`src/totalizer_pkg.sv`:
```
package totalizer_pkg;

  // Register byte offsets on the control bus.
  localparam logic [3:0] CTRL_OFFSET   = 4'h0;
  localparam logic [3:0] TOTAL_OFFSET  = 4'h4;
  localparam logic [3:0] STATUS_OFFSET = 4'h8;

  // Control register field positions.
  localparam int RANGE_LSB    = 0;
  localparam int LINE50_BIT   = 3;
  localparam int MODE2_BIT    = 4;
  localparam int FRONT_EN_BIT = 5;
  localparam int CLEAR_BIT    = 6;

  // Range-select codes.
  localparam logic [2:0] RANGE_COUNT   = 3'h0;
  localparam logic [2:0] RANGE_FACTORY = 3'h7;

  // Control values after reset: count range, 60 Hz line, mode 1, front button on.
  localparam logic [2:0] RANGE_RESET    = 3'h0;
  localparam logic       LINE50_RESET   = 1'b0;
  localparam logic       MODE2_RESET    = 1'b0;
  localparam logic       FRONT_EN_RESET = 1'b1;

  // Line cycles per tenth of a second on each line frequency.
  localparam logic [17:0] TENTH_CYCLES_60HZ = 18'h00006;
  localparam logic [17:0] TENTH_CYCLES_50HZ = 18'h00005;

  // Tenths of a second per display unit, indexed by range code 1 to 6.
  localparam logic [17:0] UNIT_TENTHS_SEC_T  = 18'h00001;
  localparam logic [17:0] UNIT_TENTHS_SEC    = 18'h0000a;
  localparam logic [17:0] UNIT_TENTHS_MIN_T  = 18'h0003c;
  localparam logic [17:0] UNIT_TENTHS_MIN    = 18'h00258;
  localparam logic [17:0] UNIT_TENTHS_HR_T   = 18'h00e10;
  localparam logic [17:0] UNIT_TENTHS_HR     = 18'h08ca0;

  // Width of the display total: one half digit over four decimal digits.
  localparam int TOTAL_W = 17;
  localparam logic [16:0] TOTAL_RESET = 17'h00000;

  // AXI4-Lite responses.
  localparam logic [1:0] RESP_OKAY   = 2'h0;
  localparam logic [1:0] RESP_DECERR = 2'h3;

  typedef struct packed {
    logic       clear;
    logic       front_en;
    logic       mode2;
    logic       line50;
    logic [2:0] range;
  } ctrl_type;

  typedef struct packed {
    logic        timing;
    logic        counting;
    logic [2:0]  range;
    logic        tenths_point;
  } annunc_type;

endpackage

```
`src/line_totalizer.sv`:
```
// Our own choices: register access over AXI4-Lite and the register addresses.
`timescale 1ns/10ps
`default_nettype none
// Overview of operation
// RULE1 - In a time range, service-line cycles pass a divider whose ratio the range picks.
// RULE2 - Six time ranges exist: seconds, minutes and hours, each in tenths or whole units.
// RULE3 - In count operation external events are totalled up to 19999.
// RULE4 - Count mode 1 registers one count when the applied count voltage goes away.
// RULE5 - Count mode 2 registers one count at the leading edge of a contact closure.
// RULE6 - A remote reset clears the total, well within 10 ms.
// RULE7 - With the front-button option, the front pushbutton clears the total as well.
// RULE8 - Loss of line voltage leaves the total unchanged and is not a reset.
// RULE9 - A voltage count pulse is held on at least 8 ms and off at least 16 ms.
// RULE10 - A contact stays closed at least 4 ms and open at least 8 ms per event.
// RULE11 - The divider suits a 60 Hz line and can be set for a 50 Hz line.
// RULE12 - Annunciators show timing or counting and the active time range.
// RULE13 - The total is shown on four full digits and a leading half digit.
// RULE14 - A range code picks count, a time range or the factory setting, with ratio and point.
module line_totalizer
  import totalizer_pkg::*;
#(
  parameter logic [17:0] FACTORY_RATIO = 18'h0003c,
  parameter logic        FACTORY_TENTHS = 1'b0
) (
  input  wire logic               aclk,
  input  wire logic               aresetn,
  // Field wiring and reset switches, already in the clock domain.
  input  wire logic               line_in,
  input  wire logic               count_voltage,
  input  wire logic               contact_closed,
  input  wire logic               remote_reset,
  input  wire logic               front_reset,
  // Register bus, write side.
  input  wire logic               awvalid,
  output logic                    awready,
  input  wire logic [31:0]        awaddr,
  input  wire logic               wvalid,
  output logic                    wready,
  input  wire logic [31:0]        wdata,
  input  wire logic [3:0]         wstrb,
  output logic                    bvalid,
  input  wire logic               bready,
  output logic [1:0]              bresp,
  // Register bus, read side.
  input  wire logic               arvalid,
  output logic                    arready,
  input  wire logic [31:0]        araddr,
  output logic                    rvalid,
  input  wire logic               rready,
  output logic [31:0]             rdata,
  output logic [1:0]              rresp,
  // Front panel.
  output logic [TOTAL_W-1:0]      display_total,
  output annunc_type              annunc
);

  ctrl_type             ctrl_q;
  logic [TOTAL_W-1:0]   total_q;
  logic [17:0]          presc_q;
  logic [17:0]          ratio;
  logic                 line_q;
  logic                 volt_q;
  logic                 contact_q;
  logic                 line_rise;
  logic                 count_event;
  logic                 time_tick;
  logic                 clear_req;
  logic                 wr_fire;
  logic                 rd_fire;
  logic                 tenths;
  logic                 ctrl_hit;
  logic [TOTAL_W-1:0]   total_d;
  logic [31:0]          rd_data_d;
  logic [1:0]           rd_resp_d;

  // Adds one to the half digit and four decimal digits, wrapping after 19999.
  function automatic logic [TOTAL_W-1:0] bcd_inc(input logic [TOTAL_W-1:0] v);
    logic [TOTAL_W-1:0] r;
    logic               c;
    r = v;
    c = 1'b1;
    for (int i = 0; i < 4; i++) begin
      if (c) begin
        if (r[4*i +: 4] == 4'h9) begin
          r[4*i +: 4] = 4'h0;
        end else begin
          r[4*i +: 4] = r[4*i +: 4] + 4'h1;
          c = 1'b0;
        end
      end
    end
    if (c) begin
      r[16] = ~r[16];
    end
    return r;
  endfunction

  // Line cycles per display unit for the selected range and line frequency.
  // RULE1 RULE2 RULE11 RULE14 divider ratio
  always_comb begin
    logic [17:0] base;
    base = ctrl_q.line50 ? TENTH_CYCLES_50HZ : TENTH_CYCLES_60HZ;
    tenths = 1'b0;
    case (ctrl_q.range)
      3'h1: begin
        ratio = 18'(base * UNIT_TENTHS_SEC_T);
        tenths = 1'b1;
      end
      3'h2: ratio = 18'(base * UNIT_TENTHS_SEC);
      3'h3: begin
        ratio = 18'(base * UNIT_TENTHS_MIN_T);
        tenths = 1'b1;
      end
      3'h4: ratio = 18'(base * UNIT_TENTHS_MIN);
      3'h5: begin
        ratio = 18'(base * UNIT_TENTHS_HR_T);
        tenths = 1'b1;
      end
      3'h6: ratio = 18'(base * UNIT_TENTHS_HR);
      RANGE_FACTORY: begin
        ratio = FACTORY_RATIO;
        tenths = FACTORY_TENTHS;
      end
      default: ratio = 18'h00001;
    endcase
  end

  // Previous input levels for edge detection; inputs are already synchronous.
  always_ff @(posedge aclk) begin
    if (!aresetn) begin
      line_q    <= 1'b0;
      volt_q    <= 1'b0;
      contact_q <= 1'b0;
    end else begin
      line_q    <= line_in;
      volt_q    <= count_voltage;
      contact_q <= contact_closed;
    end
  end

  assign line_rise = line_in & ~line_q;

  // RULE4 RULE5 count edge choice
  // The minimum on and off times of the source keep each event far apart here.
  // There is no debounce: a bouncing contact would count every bounce, so the
  // source timing limits are part of the contract rather than repaired here.
  assign count_event = ctrl_q.mode2 ? (contact_closed & ~contact_q)
                                    : (volt_q & ~count_voltage);

  // RULE6 RULE7 reset sources
  assign clear_req = remote_reset | (front_reset & ctrl_q.front_en) | ctrl_q.clear;

  // Prescaler over line cycles; a missing line simply holds it still.
  // After a range change a stale count above the new ratio ends at the next line edge.
  // RULE1 RULE8 line divider
  always_ff @(posedge aclk) begin
    if (!aresetn) begin
      presc_q <= 18'h00000;
    end else if (clear_req || ctrl_q.range == RANGE_COUNT) begin
      presc_q <= 18'h00000;
    end else if (line_rise) begin
      presc_q <= (presc_q >= ratio - 18'h00001) ? 18'h00000 : presc_q + 18'h00001;
    end
  end

  assign time_tick = line_rise && (ctrl_q.range != RANGE_COUNT)
                     && (presc_q >= ratio - 18'h00001);

  // Next total; a clear outranks an increment that falls in the same cycle.
  // RULE3 RULE6 RULE7 next total
  always_comb begin
    total_d = total_q;
    if (clear_req) begin
      total_d = TOTAL_RESET;
    end else if (ctrl_q.range == RANGE_COUNT ? count_event : time_tick) begin
      total_d = bcd_inc(total_q);
    end
  end

  // Total accumulator; only a reset request clears it, never a line outage.
  // RULE3 RULE8 RULE13 total update
  always_ff @(posedge aclk) begin
    if (!aresetn) begin
      total_q <= TOTAL_RESET;
    end else begin
      total_q <= total_d;
    end
  end

  // Display is registered so a carry rippling through the digits is never seen.
  // RULE13 display
  always_ff @(posedge aclk) begin
    if (!aresetn) begin
      display_total <= TOTAL_RESET;
    end else begin
      display_total <= total_q;
    end
  end

  // Annunciators are registered levels that follow the range one cycle late.
  // RULE12 RULE14 annunciators
  always_ff @(posedge aclk) begin
    if (!aresetn) begin
      annunc <= '0;
    end else begin
      annunc.counting     <= (ctrl_q.range == RANGE_COUNT);
      annunc.timing       <= (ctrl_q.range != RANGE_COUNT);
      annunc.range        <= ctrl_q.range;
      annunc.tenths_point <= tenths;
    end
  end

  // Write channel: address and data are taken together once both are offered,
  // so a master may present them in either order and the slave waits for both.
  assign wr_fire = awvalid && wvalid && !awready && !bvalid;

  // Only the exact control word address decodes; every other write is refused.
  assign ctrl_hit = (awaddr == 32'(CTRL_OFFSET));

  // Ready pulses last one cycle; a new transfer waits until the response is gone.
  always_ff @(posedge aclk) begin
    if (!aresetn) begin
      awready <= 1'b0;
      wready  <= 1'b0;
    end else begin
      awready <= wr_fire;
      wready  <= wr_fire;
    end
  end

  // Write response stands until the master's bready is seen.
  always_ff @(posedge aclk) begin
    if (!aresetn) begin
      bvalid <= 1'b0;
      bresp  <= RESP_OKAY;
    end else if (awready) begin
      bvalid <= 1'b1;
      bresp  <= ctrl_hit ? RESP_OKAY : RESP_DECERR;
    end else if (bready) begin
      bvalid <= 1'b0;
    end
  end

  // Control register; the clear bit is a one-cycle pulse and reads back as zero.
  always_ff @(posedge aclk) begin
    if (!aresetn) begin
      ctrl_q.range    <= RANGE_RESET;
      ctrl_q.line50   <= LINE50_RESET;
      ctrl_q.mode2    <= MODE2_RESET;
      ctrl_q.front_en <= FRONT_EN_RESET;
      ctrl_q.clear    <= 1'b0;
    end else begin
      ctrl_q.clear <= 1'b0;
      if (awready && ctrl_hit && wstrb[0]) begin
        ctrl_q.range    <= wdata[RANGE_LSB +: 3];
        ctrl_q.line50   <= wdata[LINE50_BIT];
        ctrl_q.mode2    <= wdata[MODE2_BIT];
        ctrl_q.front_en <= wdata[FRONT_EN_BIT];
        ctrl_q.clear    <= wdata[CLEAR_BIT];
      end
    end
  end

  // Read channel: one address at a time, data one cycle after the handshake.
  assign rd_fire = arvalid && !arready && !rvalid;

  // Read word for the address on the bus; the master holds it until arready.
  // RULE12 RULE13 RULE14 register read
  always_comb begin
    rd_data_d = 32'h00000000;
    rd_resp_d = RESP_OKAY;
    case (araddr)
      32'(CTRL_OFFSET): rd_data_d = 32'({ctrl_q.front_en, ctrl_q.mode2,
                                          ctrl_q.line50, ctrl_q.range});
      32'(TOTAL_OFFSET): rd_data_d = 32'(total_q);
      32'(STATUS_OFFSET): rd_data_d = 32'({presc_q, tenths,
                                            ctrl_q.range == RANGE_COUNT});
      default: rd_resp_d = RESP_DECERR;
    endcase
  end

  // Read answer stands until the master's rready is seen.
  always_ff @(posedge aclk) begin
    if (!aresetn) begin
      arready <= 1'b0;
      rvalid  <= 1'b0;
      rdata   <= 32'h00000000;
      rresp   <= RESP_OKAY;
    end else begin
      arready <= rd_fire;
      if (arready) begin
        rvalid <= 1'b1;
        rdata  <= rd_data_d;
        rresp  <= rd_resp_d;
      end else if (rready) begin
        rvalid <= 1'b0;
      end
    end
  end

endmodule
`default_nettype wire

```
`config.mk`:
```
export PLATFORM = sky130hd
export DESIGN_NAME = line_totalizer
export DESIGN_NICKNAME = d
export VERILOG_FILES = /design/src/totalizer_pkg.sv /design/src/line_totalizer.sv
export SDC_FILE = /design/constraint.sdc
export NUM_CORES = 1
export LEC_CHECK = 0
export ABC_AREA = 1
export ABC_CLOCK_PERIOD_IN_PS = 3260
export BUFFER_PORTS_ARGS = -buffer_cell sky130_fd_sc_hd__clkbuf_2
export CORE_AREA = 2 2 104 106
export CTS_CLUSTER_SIZE = 14
export DETAILED_ROUTE_END_ITERATION = 10
export DIE_AREA = 0 0 106 108
export PLACE_DENSITY = 0.8
export SYNTH_ARGS = -nofsm -noshare
export SYNTH_HDL_FRONTEND = slang
export SYNTH_SLANG_ARGS = --single-unit
export TNS_END_PERCENT = 20
```
`constraint.sdc`:
```
create_clock -name aclk -period 3.26 [get_ports aclk]
set_input_delay 0.489 -clock aclk [delete_from_list [all_inputs] [get_ports aclk]]
set_output_delay 0.489 -clock aclk [all_outputs]
set_load 0.03 [all_outputs]
```
; After elaboration in Yosys (flattened, before gate mapping)
; Cells that the tools add are included.
[totals]
regBits = 108
in_bits = 112
output_inout_bits = 64
word_cells = 123
[classes]
addsub = 6
n_mul = 5
n_lt_le_gt_ge = 1
n_eq_ne = 13
muxes = 32
bitwise = 11
reduce_logical = 29
[ops]
columns = op, count
row1 = one-hot mux 18 bit (7 select lines), 1
row2 = logical NOT 32 bit, 2
row3 = one-hot mux 20 bit (3 select lines), 1
row4 = equality test 32 x 3 -> 1 bit (second input constant), 1
row5 = equality test 32 x 4 -> 1 bit (second input constant), 1
row6 = 2-to-1 mux 1 bit, 22
row7 = adder 18 x 1 -> 18 bit (second input constant), 1
row8 = greater-or-equal comparator 18 bit, 1
row9 = 2-to-1 mux 18 bit, 1
row10 = subtractor 18 x 1 -> 18 bit (second input constant), 1
row11 = adder 4 x 1 -> 4 bit (second input constant), 4
row12 = equality test 4 bit (second input constant), 4
row13 = 2-to-1 mux 4 bit, 4
row14 = multiplier 3 x 11 -> 13 bit (second input constant), 1
row15 = equality test 3 bit (second input constant), 4
row16 = multiplier 3 x 8 -> 11 bit (second input constant), 1
row17 = multiplier 3 x 7 -> 10 bit (second input constant), 1
row18 = AND reduction 2 bit, 5
row19 = logical AND 1 bit, 9
row20 = multiplier 3 x 4 -> 7 bit (second input constant), 1
row21 = equality test 3 x 2 -> 1 bit (second input constant), 2
row22 = multiplier 3 x 3 -> 6 bit (second input constant), 1
row23 = 2-to-1 mux 2 bit, 3
row24 = OR reduction 3 bit, 2
row25 = 10 further kinds, 23

; Longest topological paths before layout
; Gate-level depths: netlist of the first run.
[logic_depth]
depth_word = 19
mapped_depth = 28
ltp_nobuf = 26

; Least setup slack after synthesis of the first run
; Ideal clock, no wire load.
[synth_timing]
path_type = register to register
startpoint = reg ctrl_q[1] (netlist name)
endpoint = reg total_q[5]
setup_time_ns = 0.114
t_arrival_ns = 2.696
required_ns = 3.146
setup_slack_ns = 0.451
stages_incl_launch_ff = 27
n_path_buf = 2
synth_period_minus_slack_ns = 2.809
cell_sequence = dfxtp_1 -> buf_4 -> inv_2 -> nor2_2 -> inv_1 -> o21ai_0 -> inv_1 -> nor2_1 -> inv_1 -> ha_1 -> inv_1 -> nor2_1 -> nand3_1 -> xnor2_1 -> ha_1 -> nand2_1 -> nor2_1 -> nand3_1 -> nor2_1 -> nor2_1 -> nand3_1 -> nand2_2 -> nand2_4 -> buf_6 -> nand3_1 -> nand3_1 -> nand2_1
[synth_between]
elab_chain_len = 7
word_cells_on_any_way = 16
cone_classes = 1 x add/sub / 1 x order compare / 7 x eq/ne / 2 x mux / 5 x reduce/logical
[synth_rtl]
columns = element, line
row1 = from (decl), line_totalizer.sv:57  ; ctrl_type ctrl_q;
row2 = "equality test 3 bit, or another cell as far along", line_totalizer.sv:104  ; case (ctrl_q.range)
row3 = one-hot mux 18 bit (7 select lines), line_totalizer.sv:104
row4 = subtractor 18 x 1 -> 18 bit, line_totalizer.sv:167  ; && (presc_q >= ratio - 18'h00001);
row5 = greater-or-equal comparator 18 bit, line_totalizer.sv:167
row6 = logical AND 1 bit, line_totalizer.sv:167
row7 = 2-to-1 mux 1 bit (*), line_totalizer.sv:175  ; end else if (ctrl_q.range == RANGE_COUNT ? count_event : time_tick) begin
row8 = AND reduction 2 bit (no line) (*), --
row9 = to (signal assigned), line_totalizer.sv:186  ; total_q <= total_d;
row10 = to (decl), line_totalizer.sv:58  ; logic [TOTAL_W-1:0] total_q;
; Every way passes the cells marked *; elsewhere a longest branch is shown, timed or not.
; A chain may end at the register's enable or synchronous reset.

; Worst setup path in the final report of the first run
[layout_timing]
startpoint = reg ctrl_q[1] (netlist name)
endpoint = reg presc_q[2]
[layout_between]
elab_chain_len = 5
word_cells_on_any_way = 14
cone_classes = 1 x add/sub / 1 x order compare / 7 x eq/ne / 2 x mux / 3 x reduce/logical
[layout_rtl]
columns = element, line
row1 = "equality test 3 bit, or another cell as far along", line_totalizer.sv:104
row2 = one-hot mux 18 bit (7 select lines), line_totalizer.sv:104
row3 = subtractor 18 x 1 -> 18 bit, line_totalizer.sv:162  ; presc_q <= (presc_q >= ratio - 18'h00001) ? 18'h00000 : presc_q + 18'h00001;
row4 = greater-or-equal comparator 18 bit, line_totalizer.sv:162
row5 = 2-to-1 mux 18 bit, line_totalizer.sv:162
row6 = to (signal assigned), line_totalizer.sv:162
row7 = to (decl), line_totalizer.sv:59  ; logic [17:0] presc_q;
; Several ways; a longest one is shown, not always the timed one.

==> results of run 1 <==
[repair_timing]
item                                    in CTS  in global routing
hold buffers                                 0                  0
hold endpoints to repair                     0                  0
endpoints found under the setup margin       0                 34
resized for setup                            0                 12
[layout make-up]
type,count,area (sq um),area share
multi-input combinational,527,2809,0.4587
clock buffer,10,127.6,0.02084
timing repair buffer,143,735.7,0.1201
sequential,94,1883,0.3075
clock inverter,6,55.05,0.008991
tap,136,170.2,0.02779
inverter,91,342.8,0.05599
[routing by layer]
| layer | vias up | global-route usage | share of wire |
|---|---|---|---|
| met5 | - | 0 | 0 |
| met4 | 0 | 0.05921 | 0.017 |
| met3 | 19 | 0.04039 | 0.059 |
| met2 | 168 | 0.4387 | 0.51 |
| met1 | 2288 | 0.2597 | 0.41 |
| li1 | 2612 | - | - |
[state kept, by name (all words and copies together) (netlist names)]
signal and cells:
total_q 17, wready 1, rdata 20, arready 1
rresp 1, bresp 1, rvalid 1, presc_q 18
bvalid 1, display_total 17, line_q 1, volt_q 1
annunc 6, contact_q 1, ctrl_q 7
[cells in the final DEF, fill, tap and decap left out, types with 7 or more instances in the layout]
cell	n
xor2_1	10
nor4_1	15
o21ai_0	13
nor2_4	7
nor3_1	11
nand3_1	76
nor2_2	8
inv_2	13
clkbuf_2	135
buf_4	8
dfxtp_1	93
inv_1	77
nand2_1	164
nor2_1	84
ha_1	20
a21oi_1	43
conb_1	12
clkbuf_8	9
[through the flow]
stage,setup TNS [ns],area [sq um],power (uW),hold slack [ns]
after CTS,0,6078,2062,0.3168
after global placement,0,5896,1344,0.4339
final,0,6123,2047,0.3265
after detailed placement,0,5896,1345,0.4374
after global routing,-0.03152,6123,2115,0.3214
after floorplan,0,5220,1283,0.4202
[cells by family after synthesis]
| logic type | Yosys count | share of synthesized area |
|---|---|---|
| AND/OR/NAND/NOR | 396 | 0.3569 |
| buffers and inverters | 125 | 0.1107 |
| flip-flops | 94 | 0.3634 |
| AO/OA/AOI/OAI | 84 | 0.09471 |
| adder cells (fa/ha/maj) | 20 | 0.04832 |
| XOR/XNOR | 15 | 0.02537 |
| other | 1 | 0.0007241 |
[worst paths after layout]
| path | startpoint | end | slack [ns] |
|---|---|---|---|
| setup / recovery | ctrl_q[1] | presc_q[2] | 0.30 |
| hold / removal | count_voltage | volt_q | 0.33 |
| setup reg to reg | ctrl_q[1] | presc_q[2] | 0.30 |
| hold reg to reg | bvalid | wready | 0.46 |
[worst register-to-register path, stage by stage, from the launching register on]
cell     delay, ns
dfxtp_1       0.35
inv_2         0.08
nor2_4        0.11
inv_1         0.07
o21ai_2       0.12
inv_1         0.05
nor2_1        0.08
inv_1         0.05
ha_1          0.20
inv_1         0.08
nor2_1        0.05
buf_4         0.15
a21oi_1       0.17
ha_1          0.26
nand2_1       0.08
nor2_1        0.04
nand2_1       0.09
nor2_1        0.06
nor2_1        0.11
nand3_2       0.16
nand2_1       0.16
nand2_4       0.15
nor3b_1       0.23
[power by group through the flow]
| stage | Sequential, uW | Combinational, uW | Clock, uW |
|---|---|---|---|
| after floorplan | 1190 | 88.2 | 0 |
| after global placement | 1190 | 153 | 0 |
| after detailed placement | 1190 | 154 | 0 |
| after CTS | 1160 | 155 | 744 |
| after global routing | 1170 | 169 | 780 |
| final | 1160 | 155 | 728 |
==> results by group, run 1 <==
Run status
  • Status: finished clean

Timing
  • Slew Limit Fails: 0
  • Slew @ Worst Pin: 0.8379 ns
  • Max Clk Rate: 337.5 MHz
  • Number of setup violations in the final report: 0
  • Worst rel slew slack: 0.4406
  • Hold Vio Cnt, Final: 0
  • Tmin final: 2.963 ns
  • Final setup margin: 0.2971 ns
  • Post-Route Skew: 0.01620 ns
  • Final worst path period share: 0.9089

Power
  • VDD IR max: 221.6 uV
  • Proportion of power drawn by the clock network: 0.356
  • Switch Pwr: 548.0 uW
  • Switching Fraction: 0.2677
  • Sequential Power Share: 0.568
  • Pwr dens: 334.3 nW/um^2
  • Internal cell power: 1499 uW
  • Static leakage: 0.002850 uW
  • Gate power share: 0.076

Layout
  • Antenna diodes: 0
  • Share of layout cells above drive strength 1: 0.2526
  • Fill cells: 992
  • Synthesis-to-finish area growth: 18.24%
  • Final net count: 998
  • Layout Cells excl Fill: 1007
  • Util after Layout: 0.5985

Drt
  • DRT iter0 DRCs: 237
  • Detail Route Antenna Nets: 0
  • Vias post-DR: 5087
  • First-pass DRT Iterations: 5
  • Drt drc: 0
  • DRT Wirelength: 12880 microns
  • Vias/cell: 5.052
  • Per-cell routed wire length: 12.79 microns

Logic synthesis
  • Top cell type's share of synthesized area: 0.3634
  • Mapped Cells: 735
  • Syn. warnings: 0
  • Register bit count reported by yosys: 94
  • Sequential fraction of the synthesis area: 0.3634
  • Ys async rst share: 0
  • Synth cell count leaders: nand2_1, dfxtp_1, nor2_1
  • Cell taking the most area after synthesis: dfxtp_1
  • Syn_area_per_cell: 7.046 sq um
  • Post-synth EDFFs: 0
  • Cell Area, Synth: 5179 sq um
  • Post-synth cell types: 43
  • Count leader, synth: nand2_1
  • Dominant synthesized flop cell: dfxtp_1
  • Top post-synthesis cells by area: dfxtp_1, nand2_1, nand3_1

Floorplan
  • Core box area: 10230 sq um
  • DIE HEIGHT: 108 microns
  • I/O pins: 176
  • Core Rows: 37
  • Die outline area: 11450 sq um
  • Starting Density: 0.5062
  • Die Wd: 106 microns

CTS
  • Max clock buf depth: 2
  • Root Driver: clkbuf_8
  • Clk sinks: 94
  • Clock transition at path regs: 0.09 ns
  • Setup bufs post-CTS: 0
  • CTS tree: done
  • H-tree depth: 3
  • Clock Latency Late Sink: 0.37 ns
  • Inserted Clock Buffers: 9

Placement
  • GPL Wtd Cong: 0.9109
  • Worst Setup Slack post-DPL: 0.08038 ns
  • HPWL Detailed: 10140 microns
  • Placed cells: 991
  • Count of buffers from port buffering: 135

Global route
  • Initial antenna violation count: 0
  • Tot GR Track Use: 0.2280
  • Global-route wire length before repair: 20960 microns
  • Vias in the first global route: 4644
  • Largest net degree at the start of global routing: 32
  • GRT overflow: 0

Critical path
  • Most used cell, CP: nor2_1
  • Crit. End Element: flop
  • Top Family by Delay on Critical Path: simple AND/OR/NAND/NOR gates
  • Worst path max stage delay: 0.35 ns
  • CP Data Arrival Time: 3.24 ns
  • Cell Chain, Critical Path: inv_2 > nor2_4 > inv_1 > o21ai_2 > inv_1 > nor2_1 > inv_1 > ha_1 > inv_1 > nor2_1 > buf_4 > a21oi_1 > ha_1 > nand2_1 > nor2_1 > nand2_1 > nor2_1 > nor2_1 > nand3_2 > nand2_1 > nand2_4 > nor3b_1
  • Slowest CP cell: dfxtp_1
  • Bufs and invs on worst path: 6
  • Critical Path RT: 3.54 ns
  • Crit path max fanout: 17
  • CP Depth: 22
  • Worst r2r path cells: 22
  • Crit path kind: flop to flop
  • CP startpoint kind: flop

Worst hold path
  • Worst hold-check path type: primary input to flop
  • Worst Hold Depth: 3

Run
  • MaxCap Viol Count: 0
Power figures use the tool's default switching activity.
==> run 2: changes to the inputs <==
ABC_AREA = unset   (was 1)
CORE_AREA = 2 2 103 105   (was 2 2 104 106)
DIE_AREA = 0 0 105 107   (was 0 0 106 108)
PLACE_DENSITY = 0.79   (was 0.8)
==> results by group, run 2 <==
Run status
  • Status: finished, violations left
  • Failing checks: negative setup slack

Logic synthesis
  • Syn_area_per_cell: 8.576 sq um (+22%)
  • Count leader, synth: dfxtp_1
  • Post-synth EDFFs: 0 (unchanged)
  • Post-synth cell types: 60 (+40%)
  • Syn. warnings: 0 (unchanged)
  • Synth cell count leaders: dfxtp_1, and2_1, nand2_1, nor2_1, a21oi_1
  • Cell Area, Synth: 4948 sq um (-4.4%)
  • Top cell type's share of synthesized area: 0.3803 (+0.01691)
  • Register bit count reported by yosys: 94 (unchanged)
  • Sequential fraction of the synthesis area: 0.3803 (+0.01691)
  • Ys async rst share: 0 (unchanged)
  • Mapped Cells: 577 (-21%)
  • Top post-synthesis cells by area: dfxtp_1, and2_1, ha_1
  • Dominant synthesized flop cell: dfxtp_1
  • Cell taking the most area after synthesis: dfxtp_1

Global route
  • Initial antenna violation count: 0 (unchanged)
  • Tot GR Track Use: 0.2379 (+0.009889)
  • Global-route wire length before repair: 21780 microns (+3.9%)
  • Vias in the first global route: 4535 (-2.3%)
  • Largest net degree at the start of global routing: 60 (+88%)
  • GRT overflow: 0 (unchanged)

Floorplan
  • Core Rows: 37 (unchanged)
  • I/O pins: 176 (unchanged)
  • Core box area: 10090 sq um (-1.4%)
  • Starting Density: 0.4903 (-0.01585)
  • Die outline area: 11240 sq um (-1.9%)
  • Die Wd: 105 microns (-0.94%)
  • DIE HEIGHT: 107 microns (-0.93%)

Critical path
  • CP startpoint kind: flop
  • Crit path kind: flop to flop
  • CP Data Arrival Time: 3.70 ns (+0.46 ns)
  • Crit. End Element: flop
  • Crit path max fanout: 13 (-4)
  • Critical Path RT: 3.56 ns (+0.02 ns)

Power
  • Gate power share: 0.072 (-0.004)
  • Proportion of power drawn by the clock network: 0.360 (+0.004)
  • Sequential Power Share: 0.568 (about the same)
  • Static leakage: 0.002468 uW (-13%)
  • Pwr dens: 335.8 nW/um^2 (+0.42%)
  • Internal cell power: 1498 uW (about the same)
  • VDD IR max: 184.2 uV (-17%)
  • Switching Fraction: 0.2652 (-0.002502)
  • Switch Pwr: 540.5 uW (-1.4%)

Drt
  • First-pass DRT Iterations: 5 (unchanged)
  • DRT iter0 DRCs: 305 (+29%)
  • Per-cell routed wire length: 15.45 microns (+21%)
  • Drt drc: 0 (unchanged)
  • Detail Route Antenna Nets: 0 (unchanged)
  • Vias post-DR: 4662 (-8.4%)
  • Vias/cell: 5.453 (+7.9%)
  • DRT Wirelength: 13210 microns (+2.5%)

CTS
  • Clock Latency Late Sink: 0.37 ns (about the same)
  • H-tree depth: 3 (unchanged)
  • Clock transition at path regs: 0.10 ns (about the same)
  • Root Driver: clkbuf_8
  • Clk sinks: 94 (unchanged)
  • Inserted Clock Buffers: 9 (unchanged)
  • CTS tree: done
  • Max clock buf depth: 2 (unchanged)

Timing
  • Hold Vio Cnt, Final: 0 (unchanged)
  • Post-Route Skew: 0.01335 ns (-0.002852 ns)
  • Hold WS: 0.3351 ns (+0.008529 ns)
  • Max Clk Rate: 294.2 MHz (-13%)
  • Slew Limit Fails: 0 (unchanged)
  • Slew @ Worst Pin: 0.8591 ns (+0.02123 ns)
  • Final worst path period share: 1.043 (+0.1336)
  • Setup TNS: -1.104 ns (-1.104 ns)
  • Tmin final: 3.399 ns (+0.4357 ns)
  • Setup repair after global routing missed its margin: true
  • Worst rel slew slack: 0.4261 (-0.01457)
  • Final setup margin: -0.1386 ns (-0.4357 ns)
  • Number of setup violations in the final report: 25 (+25)

Placement
  • GPL Wtd Cong: 0.9043 (-0.72%)
  • Count of buffers from port buffering: 135 (unchanged)
  • HPWL Detailed: 9734 microns (-4.0%)

Worst hold path
  • Worst hold-check path type: primary input to flop

Layout
  • Largest Register: rdata
  • Share of layout cells above drive strength 1: 0.2823 (+0.02975)
  • Most frequent cells in the layout: clkbuf_2, dfxtp_1, and2_1
  • Top flop regs: rdata x20, presc_q x18
  • Most common cell after layout, fill and taps aside: clkbuf_2
  • Antenna diodes: 0 (unchanged)
  • Synthesis-to-finish area growth: 22.68%
  • Final net count: 846 (-15%)
  • Max reg flops: 20 (unchanged)

Run
  • MaxCap Viol Count: 0 (unchanged)
## run 2: cell count changes after synthesis, sizes merged, moves of 11 or more
| cell | delta |
|---|---|
| nor2 | -58 |
| clkbuf | +16 |
| mux2i | +17 |
| a21oi | -16 |
| nand2 | -132 |
| nor2b | +24 |
| o22ai | +17 |
| a22oi | +11 |
| inv | -61 |
| nand3 | -68 |
| and2 | +46 |
## run 2: critical path, cell delays in order, from the launching register on
cell      delay, ns
dfxtp_2        0.36
inv_2          0.05
nor2_2         0.11
a21oi_1        0.09
or2_4          0.24
ha_4           0.18
o211ai_1       0.10
o31ai_1        0.11
a21oi_1        0.12
o21ai_1        0.09
ha_1           0.29
and4_1         0.16
nor3_1         0.04
o211ai_1       0.40
a211oi_4       0.15
buf_12         0.18
or4_4          0.52
a31oi_2        0.14
## run 2: area by class of cell
class / instances / area, sq um
clock buffer: 9 / 123.9
fill: 866 / 4021
multi-input combinational: 421 / 2816
timing repair buffer: 159 / 909.6
inverter: 29 / 108.9
tap: 136 / 170.2
clock inverter: 7 / 55.05
sequential: 94 / 1887
## run 2: final timing paths
kind / from / end / slack [ns] / depth (start not counted)
hold / removal: contact_closed / contact_q / 0.34 / 2
setup reg to reg: ctrl_q[0] / total_q[3] / -0.14 / 17
hold reg to reg: rvalid / arready / 0.45 / 1
setup / recovery: ctrl_q[0] / total_q[3] / -0.14 / 17
## run 2: through the flow
stage / instances / instance area [sq um] / util / setup slack, ns / total power [uW]
after floorplan: 588 / 5049 / - / 0.02228 / 1273
after global placement: 835 / 5793 / 0.5740 / 0.01224 / 1327
after detailed placement: 835 / 5793 / 0.5740 / -0.1679 / 1331
after CTS: 854 / 6042 / 0.5987 / -0.1686 / 2043
after global routing: 855 / 6071 / 0.6015 / -0.3575 / 2106
final: 855 / 6071 / 0.6015 / -0.1386 / 2038
## run 2: kinds of logic after synthesis
| group | share of synthesized area |
|---|---|
| XOR/XNOR | 0.04071 |
| other | 0.0007578 |
| buffers and inverters | 0.07332 |
| adder cells (fa/ha/maj) | 0.05057 |
| AND/OR/NAND/NOR | 0.2647 |
| multiplexers | 0.03666 |
| AO/OA/AOI/OAI | 0.1530 |
| flip-flops | 0.3803 |
## run 2: per-layer routing
metal	wire length (microns)	GRT usage	up-vias	part of all wire
met5	0	0	-	0
met4	256	0.09238	0	0.019
met3	679	0.04012	32	0.051
met2	6658	0.4082	159	0.50
met1	5614	0.2989	2187	0.43
li1	-	-	2284	-
## run 2: power groups by stage
stage	combinational, uW	clock (uW)	sequential [uW]
2_1_floorplan	79.8	0	1190
3_3_place_gp	143	0	1180
3_5_place_dp	146	0	1180
4_1_cts	147	738	1160
5_1_grt	161	787	1160
6_report	148	733	1160
## run 2: what timing repair did
action	CTS	global route
pin swaps	6	6
hold buffers	0	0
buffers inserted	2	1
cloned	1	0
gates resized for setup	6	5
endpoints found under the setup margin	11	35
